File: config.mk
export PLATFORM = sky130hd
export DESIGN_NAME = pll_clock_select_config
export DESIGN_NICKNAME = d
export VERILOG_FILES = /design/src/design/clock_config_pkg.sv /design/src/design/pll_clock_select_config.sv /design/src/design/tick_divider.sv
export SDC_FILE = /design/constraint.sdc
export NUM_CORES = 1
export LEC_CHECK = 0
export BUFFER_PORTS_ARGS = -buffer_cell sky130_fd_sc_hd__buf_2
export CELL_PAD_IN_SITES_DETAIL_PLACEMENT = 1
export CELL_PAD_IN_SITES_GLOBAL_PLACEMENT = 2
export CORE_MARGIN = 4
export CORE_UTILIZATION = 35
export DETAILED_ROUTE_END_ITERATION = 7
export GPL_TIMING_DRIVEN = 0
export PLACE_DENSITY_LB_ADDON = 0.1
export SETUP_SLACK_MARGIN = 0.2
export SLEW_MARGIN = 10
export SYNTH_ARGS = -nofsm -noshare
export SYNTH_HDL_FRONTEND = slang
export SYNTH_SLANG_ARGS = --single-unit
File: constraint.sdc
create_clock -name sys_clk_i -period 3.6 [get_ports sys_clk_i]
set_input_delay 0.18 -clock sys_clk_i [delete_from_list [all_inputs] [get_ports sys_clk_i]]
set_output_delay 0.18 -clock sys_clk_i [all_outputs]
set_load 0.01 [all_outputs]
File: src/design/clock_config_pkg.sv
// Package with register map, field positions and reset values of the clock block
package clock_config_pkg;
	localparam int         ADDR_W            = 8;
	localparam int         DATA_W            = 8;
	localparam int         PERIOD_W          = 16;
	localparam int         MULT_W            = 3;

	// Register offsets
	localparam logic [7:0] IO_CONFIG_OFFSET  = 8'h0e;
	localparam logic [7:0] PLL_SETUP_OFFSET  = 8'h0f;
	localparam logic [7:0] ROUTING_OFFSET    = 8'h10;

	// Field positions
	localparam int         DUPLEX_BIT        = 4;
	localparam int         BYPASS_BIT        = 7;
	localparam int         ADC_HALF_BIT      = 5;
	localparam int         ALT_TIMING_BIT    = 4;
	localparam int         FIFTH_DIV_BIT     = 3;
	localparam int         MULT_LSB          = 0;
	localparam int         PIN_SWITCH_BIT    = 5;
	localparam int         SLOW_LOOP_BIT     = 2;

	// Reset values
	localparam logic [7:0] IO_CONFIG_RESET   = 8'h10;
	localparam logic [7:0] PLL_SETUP_RESET   = 8'h00;
	localparam logic [7:0] ROUTING_RESET     = 8'h00;

	// Multiplier codes, code is log2 of the factor
	localparam logic [2:0] MULT_MAX_CODE     = 3'h4;

	// Output divider ratios
	localparam int         FIFTH_RATIO       = 5;
	localparam int         HALF_RATIO        = 2;
endpackage : clock_config_pkg

File: src/design/pll_clock_select_config.sv
// Clock configuration registers, behavioural PLL and clock-enable routing
// Notes on behaviour
// - Bypass bit 7 of the first clock register routes the reference around the PLL while the PLL keeps running.
// - ADC halving bit 5 resets low for an undivided ADC source and divides that source by 2 when high.
// - Timing-mode bit 4 resets low so the reference drives receive path and ADCs, and high selects the transmit source, the PLL output unless bypassed.
// - Fifth-divider bit 3 resets low for an undivided PLL output and divides the PLL output by 5 when high.
// - The multiplier bits 2 to 0 reset to 000 for 1x, codes 001 to 100 give 2x to 16x, and 101 to 111 are unused.
// - The PLL output rate is the reference rate times the multiplier, further divided by five when selected.
// - Bit 5 of the second clock register replaces the second interface pin signal with the transmit clock, the PLL output clock unless bypassed.
// - Bit 2 of the second clock register selects the alternate, slower loop bandwidth.
// - Duplex bit 4 of I/O register 14 selects full duplex when high and resets high.
`timescale 1ns/1ps
module pll_clock_select_config (
	// Clock and reset
	input  wire logic                              sys_clk_i,
	input  wire logic                              rst_b_i,
	// Register port
	input  wire logic [clock_config_pkg::ADDR_W-1:0] reg_addr_i,
	input  wire logic [clock_config_pkg::DATA_W-1:0] reg_wdata_i,
	input  wire logic                              reg_wr_i,
	input  wire logic                              reg_rd_i,
	output logic      [clock_config_pkg::DATA_W-1:0] reg_rdata_o,
	// Reference and pin
	input  wire logic                              reference_clock_input_i,
	input  wire logic                              second_interface_pin_normal_i,
	output logic                                   second_interface_pin_o,
	// Clock enables
	output logic                                   tx_clk_en_o,
	output logic                                   rx_clk_en_o,
	output logic                                   adc_clk_en_o,
	// Mode outputs
	output logic                                   duplex_select_o,
	output logic                                   pll_slow_loop_o
);
	import clock_config_pkg::*;

	// Configuration fields
	logic              bypass_r, bypass_nxt;
	logic              adc_half_r, adc_half_nxt;
	logic              alt_timing_r, alt_timing_nxt;
	logic              fifth_div_r, fifth_div_nxt;
	logic [MULT_W-1:0] mult_r, mult_nxt;
	logic              pin_switch_r, pin_switch_nxt;
	logic              slow_loop_r, slow_loop_nxt;
	logic              duplex_r, duplex_nxt;
	logic [DATA_W-1:0] rdata_r, rdata_nxt;
	logic [DATA_W-1:0] pll_setup_view;
	logic [DATA_W-1:0] routing_view;
	logic [DATA_W-1:0] io_view;

	always_comb begin
		pll_setup_view                  = '0;
		pll_setup_view[BYPASS_BIT]      = bypass_r;
		pll_setup_view[ADC_HALF_BIT]    = adc_half_r;
		pll_setup_view[ALT_TIMING_BIT]  = alt_timing_r;
		pll_setup_view[FIFTH_DIV_BIT]   = fifth_div_r;
		pll_setup_view[MULT_LSB+:MULT_W] = mult_r;
		routing_view                    = '0;
		routing_view[PIN_SWITCH_BIT]    = pin_switch_r;
		routing_view[SLOW_LOOP_BIT]     = slow_loop_r;
		io_view                         = '0;
		io_view[DUPLEX_BIT]             = duplex_r;
	end

	always_comb begin
		bypass_nxt     = bypass_r;
		adc_half_nxt   = adc_half_r;
		alt_timing_nxt = alt_timing_r;
		fifth_div_nxt  = fifth_div_r;
		mult_nxt       = mult_r;
		pin_switch_nxt = pin_switch_r;
		slow_loop_nxt  = slow_loop_r;
		duplex_nxt     = duplex_r;
		rdata_nxt      = rdata_r;
		if (reg_wr_i) begin
			unique case (reg_addr_i)
				PLL_SETUP_OFFSET: begin
					bypass_nxt     = reg_wdata_i[BYPASS_BIT];
					adc_half_nxt   = reg_wdata_i[ADC_HALF_BIT];
					alt_timing_nxt = reg_wdata_i[ALT_TIMING_BIT];
					fifth_div_nxt  = reg_wdata_i[FIFTH_DIV_BIT];
					mult_nxt       = reg_wdata_i[MULT_LSB+:MULT_W];
				end
				ROUTING_OFFSET: begin
					pin_switch_nxt = reg_wdata_i[PIN_SWITCH_BIT];
					slow_loop_nxt  = reg_wdata_i[SLOW_LOOP_BIT];
				end
				IO_CONFIG_OFFSET: begin
					duplex_nxt = reg_wdata_i[DUPLEX_BIT];
				end
				default: begin
				end
			endcase
		end
		if (reg_rd_i) begin
			unique case (reg_addr_i)
				PLL_SETUP_OFFSET: rdata_nxt = pll_setup_view;
				ROUTING_OFFSET:   rdata_nxt = routing_view;
				IO_CONFIG_OFFSET: rdata_nxt = io_view;
				default:          rdata_nxt = '0;
			endcase
		end
	end

	always_ff @(posedge sys_clk_i or negedge rst_b_i) begin
		if (!rst_b_i) begin
			bypass_r     <= PLL_SETUP_RESET[BYPASS_BIT];
			adc_half_r   <= PLL_SETUP_RESET[ADC_HALF_BIT];
			alt_timing_r <= PLL_SETUP_RESET[ALT_TIMING_BIT];
			fifth_div_r  <= PLL_SETUP_RESET[FIFTH_DIV_BIT];
			mult_r       <= PLL_SETUP_RESET[MULT_LSB+:MULT_W];
			pin_switch_r <= ROUTING_RESET[PIN_SWITCH_BIT];
			slow_loop_r  <= ROUTING_RESET[SLOW_LOOP_BIT];
			duplex_r     <= IO_CONFIG_RESET[DUPLEX_BIT];
			rdata_r      <= '0;
		end else begin
			bypass_r     <= bypass_nxt;
			adc_half_r   <= adc_half_nxt;
			alt_timing_r <= alt_timing_nxt;
			fifth_div_r  <= fifth_div_nxt;
			mult_r       <= mult_nxt;
			pin_switch_r <= pin_switch_nxt;
			slow_loop_r  <= slow_loop_nxt;
			duplex_r     <= duplex_nxt;
			rdata_r      <= rdata_nxt;
		end
	end

	// Reference pin synchroniser and edge detect
	logic [2:0] ref_sync_r, ref_sync_nxt;
	logic       ref_level_r, ref_level_nxt;
	logic       ref_edge;

	always_comb begin
		ref_sync_nxt  = {ref_sync_r[1:0], reference_clock_input_i};
		ref_level_nxt = (ref_sync_r[1] == ref_sync_r[2]) ? ref_sync_r[2] : ref_level_r;
		ref_edge      = ref_sync_r[1] & ref_sync_r[2] & ~ref_level_r;
	end

	always_ff @(posedge sys_clk_i or negedge rst_b_i) begin
		if (!rst_b_i) begin
			ref_sync_r  <= '0;
			ref_level_r <= 1'b0;
		end else begin
			ref_sync_r  <= ref_sync_nxt;
			ref_level_r <= ref_level_nxt;
		end
	end

	// Behavioural PLL: measures reference period, emits 2 to the power mult ticks per period for mult up to 4, one tick above that
	logic [PERIOD_W-1:0] meas_r, meas_nxt;
	logic [PERIOD_W-1:0] est_r, est_nxt;
	logic [PERIOD_W-1:0] syn_cnt_r, syn_cnt_nxt;
	logic [PERIOD_W-1:0] step;
	logic [PERIOD_W:0]   avg_sum;
	logic                synth_tick_r, synth_tick_nxt;
	logic                ref_tick_r;

	always_comb begin
		step = (mult_r <= MULT_MAX_CODE) ? (est_r >> mult_r) : est_r;
		if (step == '0) begin
			step = PERIOD_W'(1);
		end
		avg_sum        = {1'b0, est_r} + {1'b0, meas_r} + 1'b1;
		meas_nxt       = (meas_r == '1) ? meas_r : meas_r + 1'b1;
		est_nxt        = est_r;
		syn_cnt_nxt    = syn_cnt_r + 1'b1;
		synth_tick_nxt = 1'b0;
		if (ref_edge) begin
			meas_nxt       = '0;
			est_nxt        = slow_loop_r ? avg_sum[PERIOD_W:1] : meas_r + 1'b1;
			syn_cnt_nxt    = '0;
			synth_tick_nxt = (est_r != '0);
		end else if (syn_cnt_r + 1'b1 >= step) begin
			syn_cnt_nxt    = '0;
			synth_tick_nxt = (est_r != '0);
		end
	end

	always_ff @(posedge sys_clk_i or negedge rst_b_i) begin
		if (!rst_b_i) begin
			meas_r       <= '0;
			est_r        <= '0;
			syn_cnt_r    <= '0;
			synth_tick_r <= 1'b0;
			ref_tick_r   <= 1'b0;
		end else begin
			meas_r       <= meas_nxt;
			est_r        <= est_nxt;
			syn_cnt_r    <= syn_cnt_nxt;
			synth_tick_r <= synth_tick_nxt;
			ref_tick_r   <= ref_edge;
		end
	end

	// Output divider and routing
	logic pll_clk_tick;
	logic tx_sel;
	logic rx_sel;
	logic tx_r, rx_r;
	logic pin_level_r, pin_level_nxt;
	logic pin_r, pin_nxt;

	tick_divider #(
		.RATIO     (FIFTH_RATIO)
	) u_fifth_div (
		.sys_clk_i (sys_clk_i),
		.rst_b_i   (rst_b_i),
		.div_en_i  (fifth_div_r),
		.tick_i    (synth_tick_r),
		.tick_o    (pll_clk_tick)
	);

	always_comb begin
		tx_sel        = bypass_r ? ref_tick_r : pll_clk_tick;
		rx_sel        = alt_timing_r ? tx_sel : ref_tick_r;
		pin_level_nxt = tx_sel ? ~pin_level_r : pin_level_r;
		pin_nxt       = pin_switch_r ? pin_level_r : second_interface_pin_normal_i;
	end

	always_ff @(posedge sys_clk_i or negedge rst_b_i) begin
		if (!rst_b_i) begin
			tx_r        <= 1'b0;
			rx_r        <= 1'b0;
			pin_level_r <= 1'b0;
			pin_r       <= 1'b0;
		end else begin
			tx_r        <= tx_sel;
			rx_r        <= rx_sel;
			pin_level_r <= pin_level_nxt;
			pin_r       <= pin_nxt;
		end
	end

	tick_divider #(
		.RATIO     (HALF_RATIO)
	) u_adc_half (
		.sys_clk_i (sys_clk_i),
		.rst_b_i   (rst_b_i),
		.div_en_i  (adc_half_r),
		.tick_i    (rx_sel),
		.tick_o    (adc_clk_en_o)
	);

	assign reg_rdata_o            = rdata_r;
	assign second_interface_pin_o = pin_r;
	assign tx_clk_en_o            = tx_r;
	assign rx_clk_en_o            = rx_r;
	assign duplex_select_o        = duplex_r;
	assign pll_slow_loop_o        = slow_loop_r;
endmodule : pll_clock_select_config

File: src/design/tick_divider.sv
// Optional divider of a clock-enable pulse train
`timescale 1ns/1ps
module tick_divider #(
	parameter int RATIO = 2
) (
	// Clock and reset
	input  wire logic sys_clk_i,
	input  wire logic rst_b_i,
	// Pulse path
	input  wire logic div_en_i,
	input  wire logic tick_i,
	output logic      tick_o
);
	localparam int         CNT_W = (RATIO > 2) ? $clog2(RATIO) : 1;
	localparam logic [CNT_W-1:0] LAST = CNT_W'(RATIO - 1);

	logic [CNT_W-1:0] cnt_r;
	logic [CNT_W-1:0] cnt_nxt;
	logic             tick_r;
	logic             tick_nxt;

	always_comb begin
		cnt_nxt  = cnt_r;
		tick_nxt = tick_i;
		if (!div_en_i) begin
			cnt_nxt = '0;
		end else if (tick_i) begin
			tick_nxt = (cnt_r == LAST);
			cnt_nxt  = (cnt_r == LAST) ? '0 : cnt_r + 1'b1;
		end
	end

	always_ff @(posedge sys_clk_i or negedge rst_b_i) begin
		if (!rst_b_i) begin
			cnt_r  <= '0;
			tick_r <= 1'b0;
		end else begin
			cnt_r  <= cnt_nxt;
			tick_r <= tick_nxt;
		end
	end

	assign tick_o = tick_r;
endmodule : tick_divider

Word level (Yosys, flattened, before mapping)

Cells that the tools add are included.

Output and inout port bits: 14
Register bits: 82
Bits of input ports: 22
Word-level logic and storage cells: 74

Muxes and demuxes: 23
Equal/unequal tests: 9
Shift-type cells: 1
Bitwise operators: 4
Reductions and logical operators: 5
Magnitude comparators: 2
Add/sub/neg operators: 6

Operator list:

| cell                                                   | count |
|---|---|
| 2-to-1 mux 16 bit                                      | 7 |
| adder 16 x 1 -> 16 bit (second input constant)         | 2 |
| one-hot mux 8 bit (3 select lines)                     | 1 |
| adder 16 x 16 -> 17 bit                                | 1 |
| adder 17 x 1 -> 17 bit (second input constant)         | 1 |
| equality test 16 bit (second input constant)           | 1 |
| equality test 8 x 4 -> 1 bit (second input constant)   | 2 |
| >= comparator 16 bit                                   | 1 |
| logical NOT 16 bit                                     | 1 |
| nonzero test 16 bit                                    | 1 |
| >> shifter 16 x 3 -> 16 bit                            | 1 |
| 2-to-1 mux 1 bit                                       | 12 |
| 2-to-1 mux 3 bit                                       | 3 |
| equality test 8 x 5 -> 1 bit (second input constant)   | 1 |
| AND reduction 2 bit                                    | 3 |
| inequality test 2 x 1 -> 1 bit (second input constant) | 2 |
| adder 3 x 1 -> 3 bit (second input constant)           | 1 |
| equality test 3 bit (second input constant)            | 1 |
| less-or-equal comparator 3 bit (second input constant) | 1 |
| AND 1 bit                                              | 2 |
| inequality test 2 bit (second input constant)          | 1 |
| inverter 1 bit                                         | 2 |
| adder 1 bit (second input constant)                    | 1 |
| equality test 1 bit                                    | 1 |

Longest topological paths before layout

Gate-level depths: netlist of the first run.

Depth after elaboration: 7
Depth in mapped cells: 17
Depth with buffers taken out: 13

By module

Synthesis of the first run repeated with hierarchy kept, for this count alone.

Cell total of the unflattened synthesis: 601
Area total of the unflattened synthesis: 5484.0 um^2

Modules (own cells, without submodules):

| module                     | instances | cells each | seq. area each (um^2) | area each (um^2) |
|---|---|---|---|---|
| pll_clock_select_config    | 1         | 575        | 1878.1                | 5203.7 |
| tick_divider (u_fifth_div) | 1         | 20         | 100.1                 | 203.9 |
| tick_divider (u_adc_half)  | 1         | 6          | 50.0                  | 76.3 |

Least setup slack after synthesis of the first run

No wires, ideal clock.

Path type: register -> register
Start point: reg mult_r[1]
End point: reg syn_cnt_r[10]
Stages on the path, launching flop included: 17
Data arrival time: 3.340 ns
Path slack: 0.182 ns
Clock period less this slack: 3.418 ns
Buffers on the path: 3
Required time: 3.522 ns
Library setup time: 0.078 ns
Path through: dfrtp_1 -> buf_4 -> nor2_1 -> buf_2 -> mux2_2 -> a222oi_1 -> nor4bb_1 -> nand3_1 -> o21ai_1 -> ha_1 -> nand2b_1 -> a21o_1 -> a21o_1 -> a211oi_1 -> o21ai_1 -> clkbuf_1 -> a21oi_1

Cells in the longest elaborated chain, start to end: 7
Elaborated cells on any way between the ends: 8
Classes of those cells: 2 x order compare; 1 x shift; 4 x mux; 1 x reduce/logical

Ends and longest elaborated chain:

| element                                                                              | line                           | text |
|---|---|---|
| start, declared                                                                      | pll_clock_select_config.sv:42  | `logic [MULT_W-1:0] mult_r, mult_nxt;` |
| start signal, assigned                                                               | pll_clock_select_config.sv:111 | `mult_r <= PLL_SETUP_RESET[MULT_LSB+:MULT_W];` |
| start signal, assigned                                                               | pll_clock_select_config.sv:121 | `mult_r <= mult_nxt;` |
| less-or-equal comparator 3 bit / >> shifter 16 x 3 -> 16 bit (equally long branches) | pll_clock_select_config.sv:160 | `step = (mult_r <= MULT_MAX_CODE) ? (est_r >> mult_r) : est_r;` |
| 2-to-1 mux 16 bit (*)                                                                | pll_clock_select_config.sv:160 |  |
| logical NOT 16 bit                                                                   | pll_clock_select_config.sv:161 | `if (step == '0) begin` |
| 2-to-1 mux 16 bit (*)                                                                | pll_clock_select_config.sv:161 |  |
| >= comparator 16 bit (*)                                                             | pll_clock_select_config.sv:174 | `end else if (syn_cnt_r + 1'b1 >= step) begin` |
| 2-to-1 mux 16 bit (*)                                                                | pll_clock_select_config.sv:174 |  |
| 2-to-1 mux 16 bit (*)                                                                | pll_clock_select_config.sv:169 | `if (ref_edge) begin` |
| net syn_cnt_nxt[10]                                                                  | pll_clock_select_config.sv:153 | `logic [PERIOD_W-1:0] syn_cnt_r, syn_cnt_nxt;` |
| end signal, assigned                                                                 | pll_clock_select_config.sv:190 | `syn_cnt_r <= syn_cnt_nxt;` |
| end, declared                                                                        | pll_clock_select_config.sv:153 |  |

Mark *: on every way through the listed nets, which the timed path passes. The rest lies on a longest branch.
A chain may end at the register's enable or synchronous reset.

Worst setup path in the final report of the first run

Start point: reg est_r[14]
End point: reg synth_tick_r

Cells in the longest elaborated chain, start to end: 7
Elaborated cells on any way between the ends: 8
Classes of those cells: 1 x order compare; 1 x shift; 4 x mux; 2 x reduce/logical

Ends and longest elaborated chain:

| element                     | line                           | text |
|---|---|---|
| start, declared             | pll_clock_select_config.sv:152 | `logic [PERIOD_W-1:0] est_r, est_nxt;` |
| start signal, assigned      | pll_clock_select_config.sv:189 | `est_r <= est_nxt;` |
| >> shifter 16 x 3 -> 16 bit | pll_clock_select_config.sv:160 |  |
| 2-to-1 mux 16 bit           | pll_clock_select_config.sv:160 |  |
| logical NOT 16 bit          | pll_clock_select_config.sv:161 |  |
| 2-to-1 mux 16 bit           | pll_clock_select_config.sv:161 |  |
| >= comparator 16 bit        | pll_clock_select_config.sv:174 |  |
| 2-to-1 mux 1 bit            | pll_clock_select_config.sv:174 |  |
| 2-to-1 mux 1 bit (*)        | pll_clock_select_config.sv:169 |  |
| net synth_tick_nxt          | pll_clock_select_config.sv:156 | `logic synth_tick_r, synth_tick_nxt;` |
| end signal, assigned        | pll_clock_select_config.sv:191 | `synth_tick_r <= synth_tick_nxt;` |
| end, declared               | pll_clock_select_config.sv:156 |  |

Marks and branches as above.

==> results of run 1 <==
## critical path: stages, from the launching register on
cell	delay, ns
dfrtp_1	0.39
clkbuf_8	0.14
buf_4	0.16
nand2b_1	0.18
a2bb2oi_1	0.14
o22ai_1	0.22
o21ai_1	0.08
or4b_4	0.54
o21ai_2	0.13
ha_1	0.24
nand2b_4	0.13
a21o_1	0.14
a21o_1	0.16
a211oi_2	0.24
o21ai_2	0.13
buf_12	0.16
a22o_1	0.17
## sequential cells by signal, summed over array words and instances, names as in the netlist, 3 cells and up
| signal | flops |
|---|---|
| est_r | 16 |
| meas_r | 16 |
| syn_cnt_r | 16 |
| reg_rdata_o | 7 |
| mult_r | 3 |
| ref_sync_r | 3 |
| u_fifth_div.cnt_r | 3 |
## timing repair
action,in CTS,in global routing
pin swaps,13,10
hold endpoints to repair,22,0
resized for setup,28,27
hold buffers,2,0
endpoints found under the setup margin,17,17
setup buffers,14,8
## layout by cell type (no fill, tap or decap), drive strengths merged, types with 12 or more instances in the layout
master / instances
dfrtp: 80
a21oi: 50
o21ai: 56
nor3: 15
xnor2: 32
clkbuf: 33
inv: 37
buf: 68
nor2: 35
a211oi: 12
nand4: 14
nand3: 23
ha: 36
mux2: 19
mux2i: 16
nand2: 45
## final timing paths
path	startpoint	end
max in group asynchronous	rst_b_i	duplex_select_o
min in group asynchronous	rst_b_i	ref_sync_r[0]
max	est_r[14]	synth_tick_r
max reg2reg	est_r[14]	synth_tick_r
min	second_interface_pin_normal_i	second_interface_pin_o
min reg2reg	ref_sync_r[0]	ref_sync_r[1]
## synthesized netlist by cell type, types with 10 or more instances
cell type  instances
inv_1             34
mux2_2            19
nor3_1            15
nand3_1           23
ha_1              36
xnor2_1           32
mux2i_1           16
dfrtp_1           80
clkbuf_1          19
a21o_1            10
nor4_1            11
o21ai_0           54
nor2_1            35
a21oi_1           50
nand2_1           45
a211oi_1          12
nand4_1           14
## cells by family after synthesis
| logic type | count (synthesis) | share of synthesized area (%) |
|---|---|---|
| buf+inv | 70 | 5.24 |
| mux | 37 | 7.38 |
| xor+xnor | 40 | 6.17 |
| flops | 81 | 35.7 |
| simple gates | 184 | 16.3 |
| other cells | 1 | 0.0660 |
| compound gates | 185 | 20.8 |
| fa+ha+maj | 37 | 8.29 |
## final cells by class
class                      count  area, um^2
inverter                      34         128
sequential                    81        2030
clock inverter                 7         124
clock buffer                   9         225
multi-input combinational    484        3460
fill                        1878        9020
timing repair buffer          58         400
buffer                        36         226
tap                          216         270
## through the flow
stage / setup TNS (ns) / total power, mW / worst slack, ns / cell area [um^2]
after detailed placement: -6.70 / 2.40 / -0.520 / 6140
after global routing: -0.420 / 3.98 / -0.0682 / 6870
final: 0 / 3.71 / 0.122 / 6870
after CTS: 0 / 3.69 / 0.0762 / 6740
after global placement: -5.71 / 2.36 / -0.428 / 6110
after floorplan: 0 / 2.03 / 0.213 / 5680
## power groups by stage
stage / clock network (mW) / logic, mW / registers, mW
finish: 1.11 / 1.39 / 1.21
global route: 1.17 / 1.57 / 1.24
CTS: 1.14 / 1.34 / 1.21
detailed placement: 0 / 1.18 / 1.22
global placement: 0 / 1.14 / 1.21
floorplan: 0 / 0.870 / 1.16
## layer usage
layer  GRT usage, %  up-vias  share of wire, %
li1               -     2450                 -
met1           25.2     2514                45
met2           34.2       59                51
met3           2.45       20               2.4
met4           6.66        0               1.8
met5              0        -                 0
==> results.yml, run 1 <==
outcome:
  status: "finished clean"
critical_path:
  critPathKind: "register to register"
  cp_max_fo: 8
  rr_worst_depth: 16
  end_kind: "register"
  reg2reg_setup_slack_ns: 0.12
  crit_required_ns: 3.84
  worst_setup_path_start_kind: "register"
  crit_arrival_ns: 3.72
drt:
  drt-wirelength-per-cell_um: 18.6
  drc_errors: 0
  drt-initial-drc-count: 198
  ant_nets: 0
  viasPerCell: 5.45
  routed_wl_um: 17200
  drtPass1Iterations: 4
  vias: 5043
die:
  ios: 36
  rows: 46
  die_y_um: 135
  core-area_um2: 15900
  start_util_pct: 35.7
  die_w_um: 135
  die-area_um2: 18300
flow_run:
  maxCapViolCount: 0
pwr:
  power_density_nw_per_um2: 540
  p_sw_share_pct: 36.4
  p_clk_share_pct: 30.0
  p_int_mw: 2.36
  ir_worst_vdd_uv: 316
  seqPwrFrac_pct: 32.6
  p_comb_share_pct: 37.4
  p_switching_mw: 1.35
  power_leakage_nw: 2.99
synth:
  yosysWarnings: 0
  synth_edf_count: 0
  synth_area_leaders: "dfrtp_1 35%, ha_1 7.9%, xnor2_1 4.9%"
  synth_flop_cell: "dfrtp_1"
  yosysTopAreaCell: "dfrtp_1"
  avgSynthCellArea_um2: 8.94
  synthDistinctLibCells: 67
  synth_fp_nets: 694
  synth_seq_area_share_pct: 35.7
  synth.cell_area_um2: 5680
  syn_inst: 635
  synth_top_area_share_pct: 35.3
  synthArstFlopShare_pct: 100
  ys_seq_elements: 81
final_layout:
  drive_above_1_share_pct: 21.0
  utilization_pct: 43.2
  fin_cells: 925
  area_delta_synth_final_pct: 20.9
  antenna-diode-count: 0
  nets: 763
timing:
  finalCriticalPeriod_ns: 3.48
  max_slew_margin_pct: 54.6
  maxClockFrequency_mhz: 287
  post-route-period-util_pct: 96.6
  worst_pin_slew_ns: 0.681
  grt_setup_unrepaired: "yes"
  fin_skew_ns: 0.00791
  slew_violations: 0
  setup_viol_count_final: 0
  holdWs_ns: 0.0597
  final-hold-violation-count: 0
place:
  port_buffers: 33
  dp_cells: 885
  hpwl_um: 13000
  gp_congestion: 0.821
clock_network:
  cts.path.max_buffers: 2
  cts_root_buffer: "clkbuf_16"
  htreeDepth: 3
  clk_pin_slew_ns: 0.07
  insertion_delay_ns: 0.36
  cts_buffers: 9
  cts_tree: "built"
  cts.sinks: 81
grt:
  grt_pass1_vias: 5386
  grt_usage_pct: 19.6
  antenna_found_initial: 0
  grt_pass1_wl_um: 28500
  grt_max_degree: 61
  grt_overflow: 0
min_path:
  hold_path_depth: 2
  hp-class: "input port to register"
(Power assumes the default switching activity.)
==> run 2, diff against run 1 <==
ABC_CLOCK_PERIOD_IN_PS = 3200   (was not set)
clock period = 3.2 ns   (was 3.6 ns; I/O delays follow)
==> run 2 against run 1 <==
  * The run now ends with negative setup slack left
  * Setup slack worse by 0.45 ns
  * Highest routed layer unchanged
  * First-iteration DRC count down 17%
  * Utilization up 0.40 points
  * Critical path depth up 2
  * Cell count up 0.32%
  * Sequential share of layout area down 0.29 points
==> results.yml, run 2 (synthesis gave the netlist of run 1 again) <==
outcome:
  status: "complete, but fails checks"
  violations: "negative setup slack"
critical_path:
  cp-startpoint: "mult_r[1]"
  critPathKind: "register to register"
  crit_path_end: "syn_cnt_r[14]"
  rr_worst_depth: 18
  worst_setup_path_start_kind: "register"
  reg2reg_setup_slack_ns: -0.33
  r2r-start: "mult_r[1]"
  end_kind: "register"
  cp_max_fo: 8
  crit_required_ns: 3.48
  r2r_end: "syn_cnt_r[14]"
  crit_arrival_ns: 3.80
final_layout:
  final_cell_mix: "77 x dfrtp_1, 52 x o21ai_0, 45 x nand2_1"
  top_regs: "est_r (16), meas_r (16), syn_cnt_r (16)"
  area_delta_synth_final_pct: 22.1
  final_common_cell: "dfrtp_1"
  drive_above_1_share_pct: 22.9
  design_area_um2: 6930
  nets: 766
  antenna-diode-count: 0
timing:
  setup_slack_ns: -0.327
  final-hold-violation-count: 0
  max_slew_margin_pct: 56.1
  worst_pin_slew_ns: 0.658
  finalCriticalPeriod_ns: 3.53
  grt_setup_unrepaired: "yes"
  slew_violations: 0
  fin_skew_ns: 0.0118
  post-route-period-util_pct: 110
  holdWs_ns: 0.0359
  maxClockFrequency_mhz: 284
  setup_viol_count_final: 17
die:
  die_y_um: 135
  die-area_um2: 18300
  start_util_pct: 35.7
  die_w_um: 135
  ios: 36
  core-area_um2: 15900
  rows: 46
grt:
  grt_pass1_wl_um: 28800
  grt_max_degree: 62
  antenna_found_initial: 0
  grt_usage_pct: 19.9
  grt_overflow: 0
  grt_pass1_vias: 5446
clock_network:
  cts.path.max_buffers: 2
  cts_tree: "built"
  insertion_delay_ns: 0.35
  cts_root_buffer: "clkbuf_16"
  clk_pin_slew_ns: 0.07
  htreeDepth: 3
  cts.sinks: 81
  cts_buffers: 9
place:
  port_buffers: 33
  hpwl_um: 13100
  dpl_cell_area_um2: 6180
  gp_congestion: 0.824
drt:
  routed_wl_um: 17400
  ant_nets: 0
  drtPass1Iterations: 4
  drt-wirelength-per-cell_um: 18.7
  viasPerCell: 5.37
  drt-initial-drc-count: 164
  vias: 4981
  drc_errors: 0
pwr:
  power_density_nw_per_um2: 606
  power_leakage_nw: 3.00
  ir_worst_vdd_uv: 304
flow_run:
  maxCapViolCount: 0
min_path:
  hp-class: "input port to register"
==> run 2: metrics by stage <==
step | setup WS, ns | power (mW) | std cells | setup TNS [ns] | util (%)
2_1_floorplan | -0.0202 | 2.34 | 635 | -0.202 | -
3_3_place_gp | -0.705 | 2.70 | 884 | -9.75 | 38.7
3_5_place_dp | -0.821 | 2.76 | 885 | -11.66 | 38.9
4_1_cts | -0.405 | 4.13 | 917 | -6.24 | 42.4
5_1_grt | -0.509 | 4.49 | 928 | -8.15 | 43.6
6_report | -0.327 | 4.20 | 928 | -5.11 | 43.6
==> run 2: worst min path at each step <==
stage | depth (start not counted) | to | start | slack [ns]
final | 2 | mult_r[1] | reg_wdata_i[1] | 0.04
after global routing | 2 | mult_r[1] | reg_wdata_i[1] | 0.03
after CTS | 2 | mult_r[1] | reg_wdata_i[1] | 0.03
after detailed placement | 1 | ref_sync_r[0] | rst_b_i | 0.08
after global placement | 1 | ref_sync_r[0] | reference_clock_input_i | 0.27
after floorplan | 0 | adc_half_r | rst_b_i | -0.14
==> run 2: per-layer routing <==
metal  track usage, %  share of wire [%]  up-vias
met1             25.1                 46     2443
met4             6.77                2.3        0
met2             35.4                 50       52
met3             2.19                1.7       25
met5                0                  0        -
li1                 -                  -     2461
==> run 2: layout make-up <==
cell class	count	area, um^2
flip-flops and latches	81	2030
repair buffers	61	418
plain buffers	36	231
well taps	216	270
clock buffers	9	225
inverters	34	128
clock inverters	7	106
multi-input cells	484	3520
fillers	1884	8950
==> run 2: power breakdown <==
| part | switching, mW | internal (mW) | total (mW) |
|---|---|---|---|
| Sequential | 0.200 | 1.16 | 1.36 |
| Clock | 0.478 | 0.701 | 1.18 |
| Combinational | 0.913 | 0.748 | 1.66 |
==> run 2: what timing repair did <==
item	in CTS	in global routing
resized for setup	25	42
pin swaps	12	18
hold endpoints to repair	21	0
endpoints found under the setup margin	17	18
hold buffers	2	0
buffers inserted	13	11
gates cloned	1	0
==> run 2: critical path, stage by stage, from the launching register on <==
cell and delay [ns]:
dfrtp_1 0.37, buf_6 0.15, buf_8 0.13, buf_4 0.14, buf_4 0.14, nor2b_4 0.10
a2bb2oi_2 0.06, o22ai_2 0.19, o21ai_1 0.09, or4b_4 0.54, o21ai_2 0.14, ha_1 0.24
nand2b_4 0.13, a21o_1 0.15, a21o_1 0.18, a211oi_2 0.25, o21ai_4 0.14, buf_8 0.18
a21oi_2 0.12
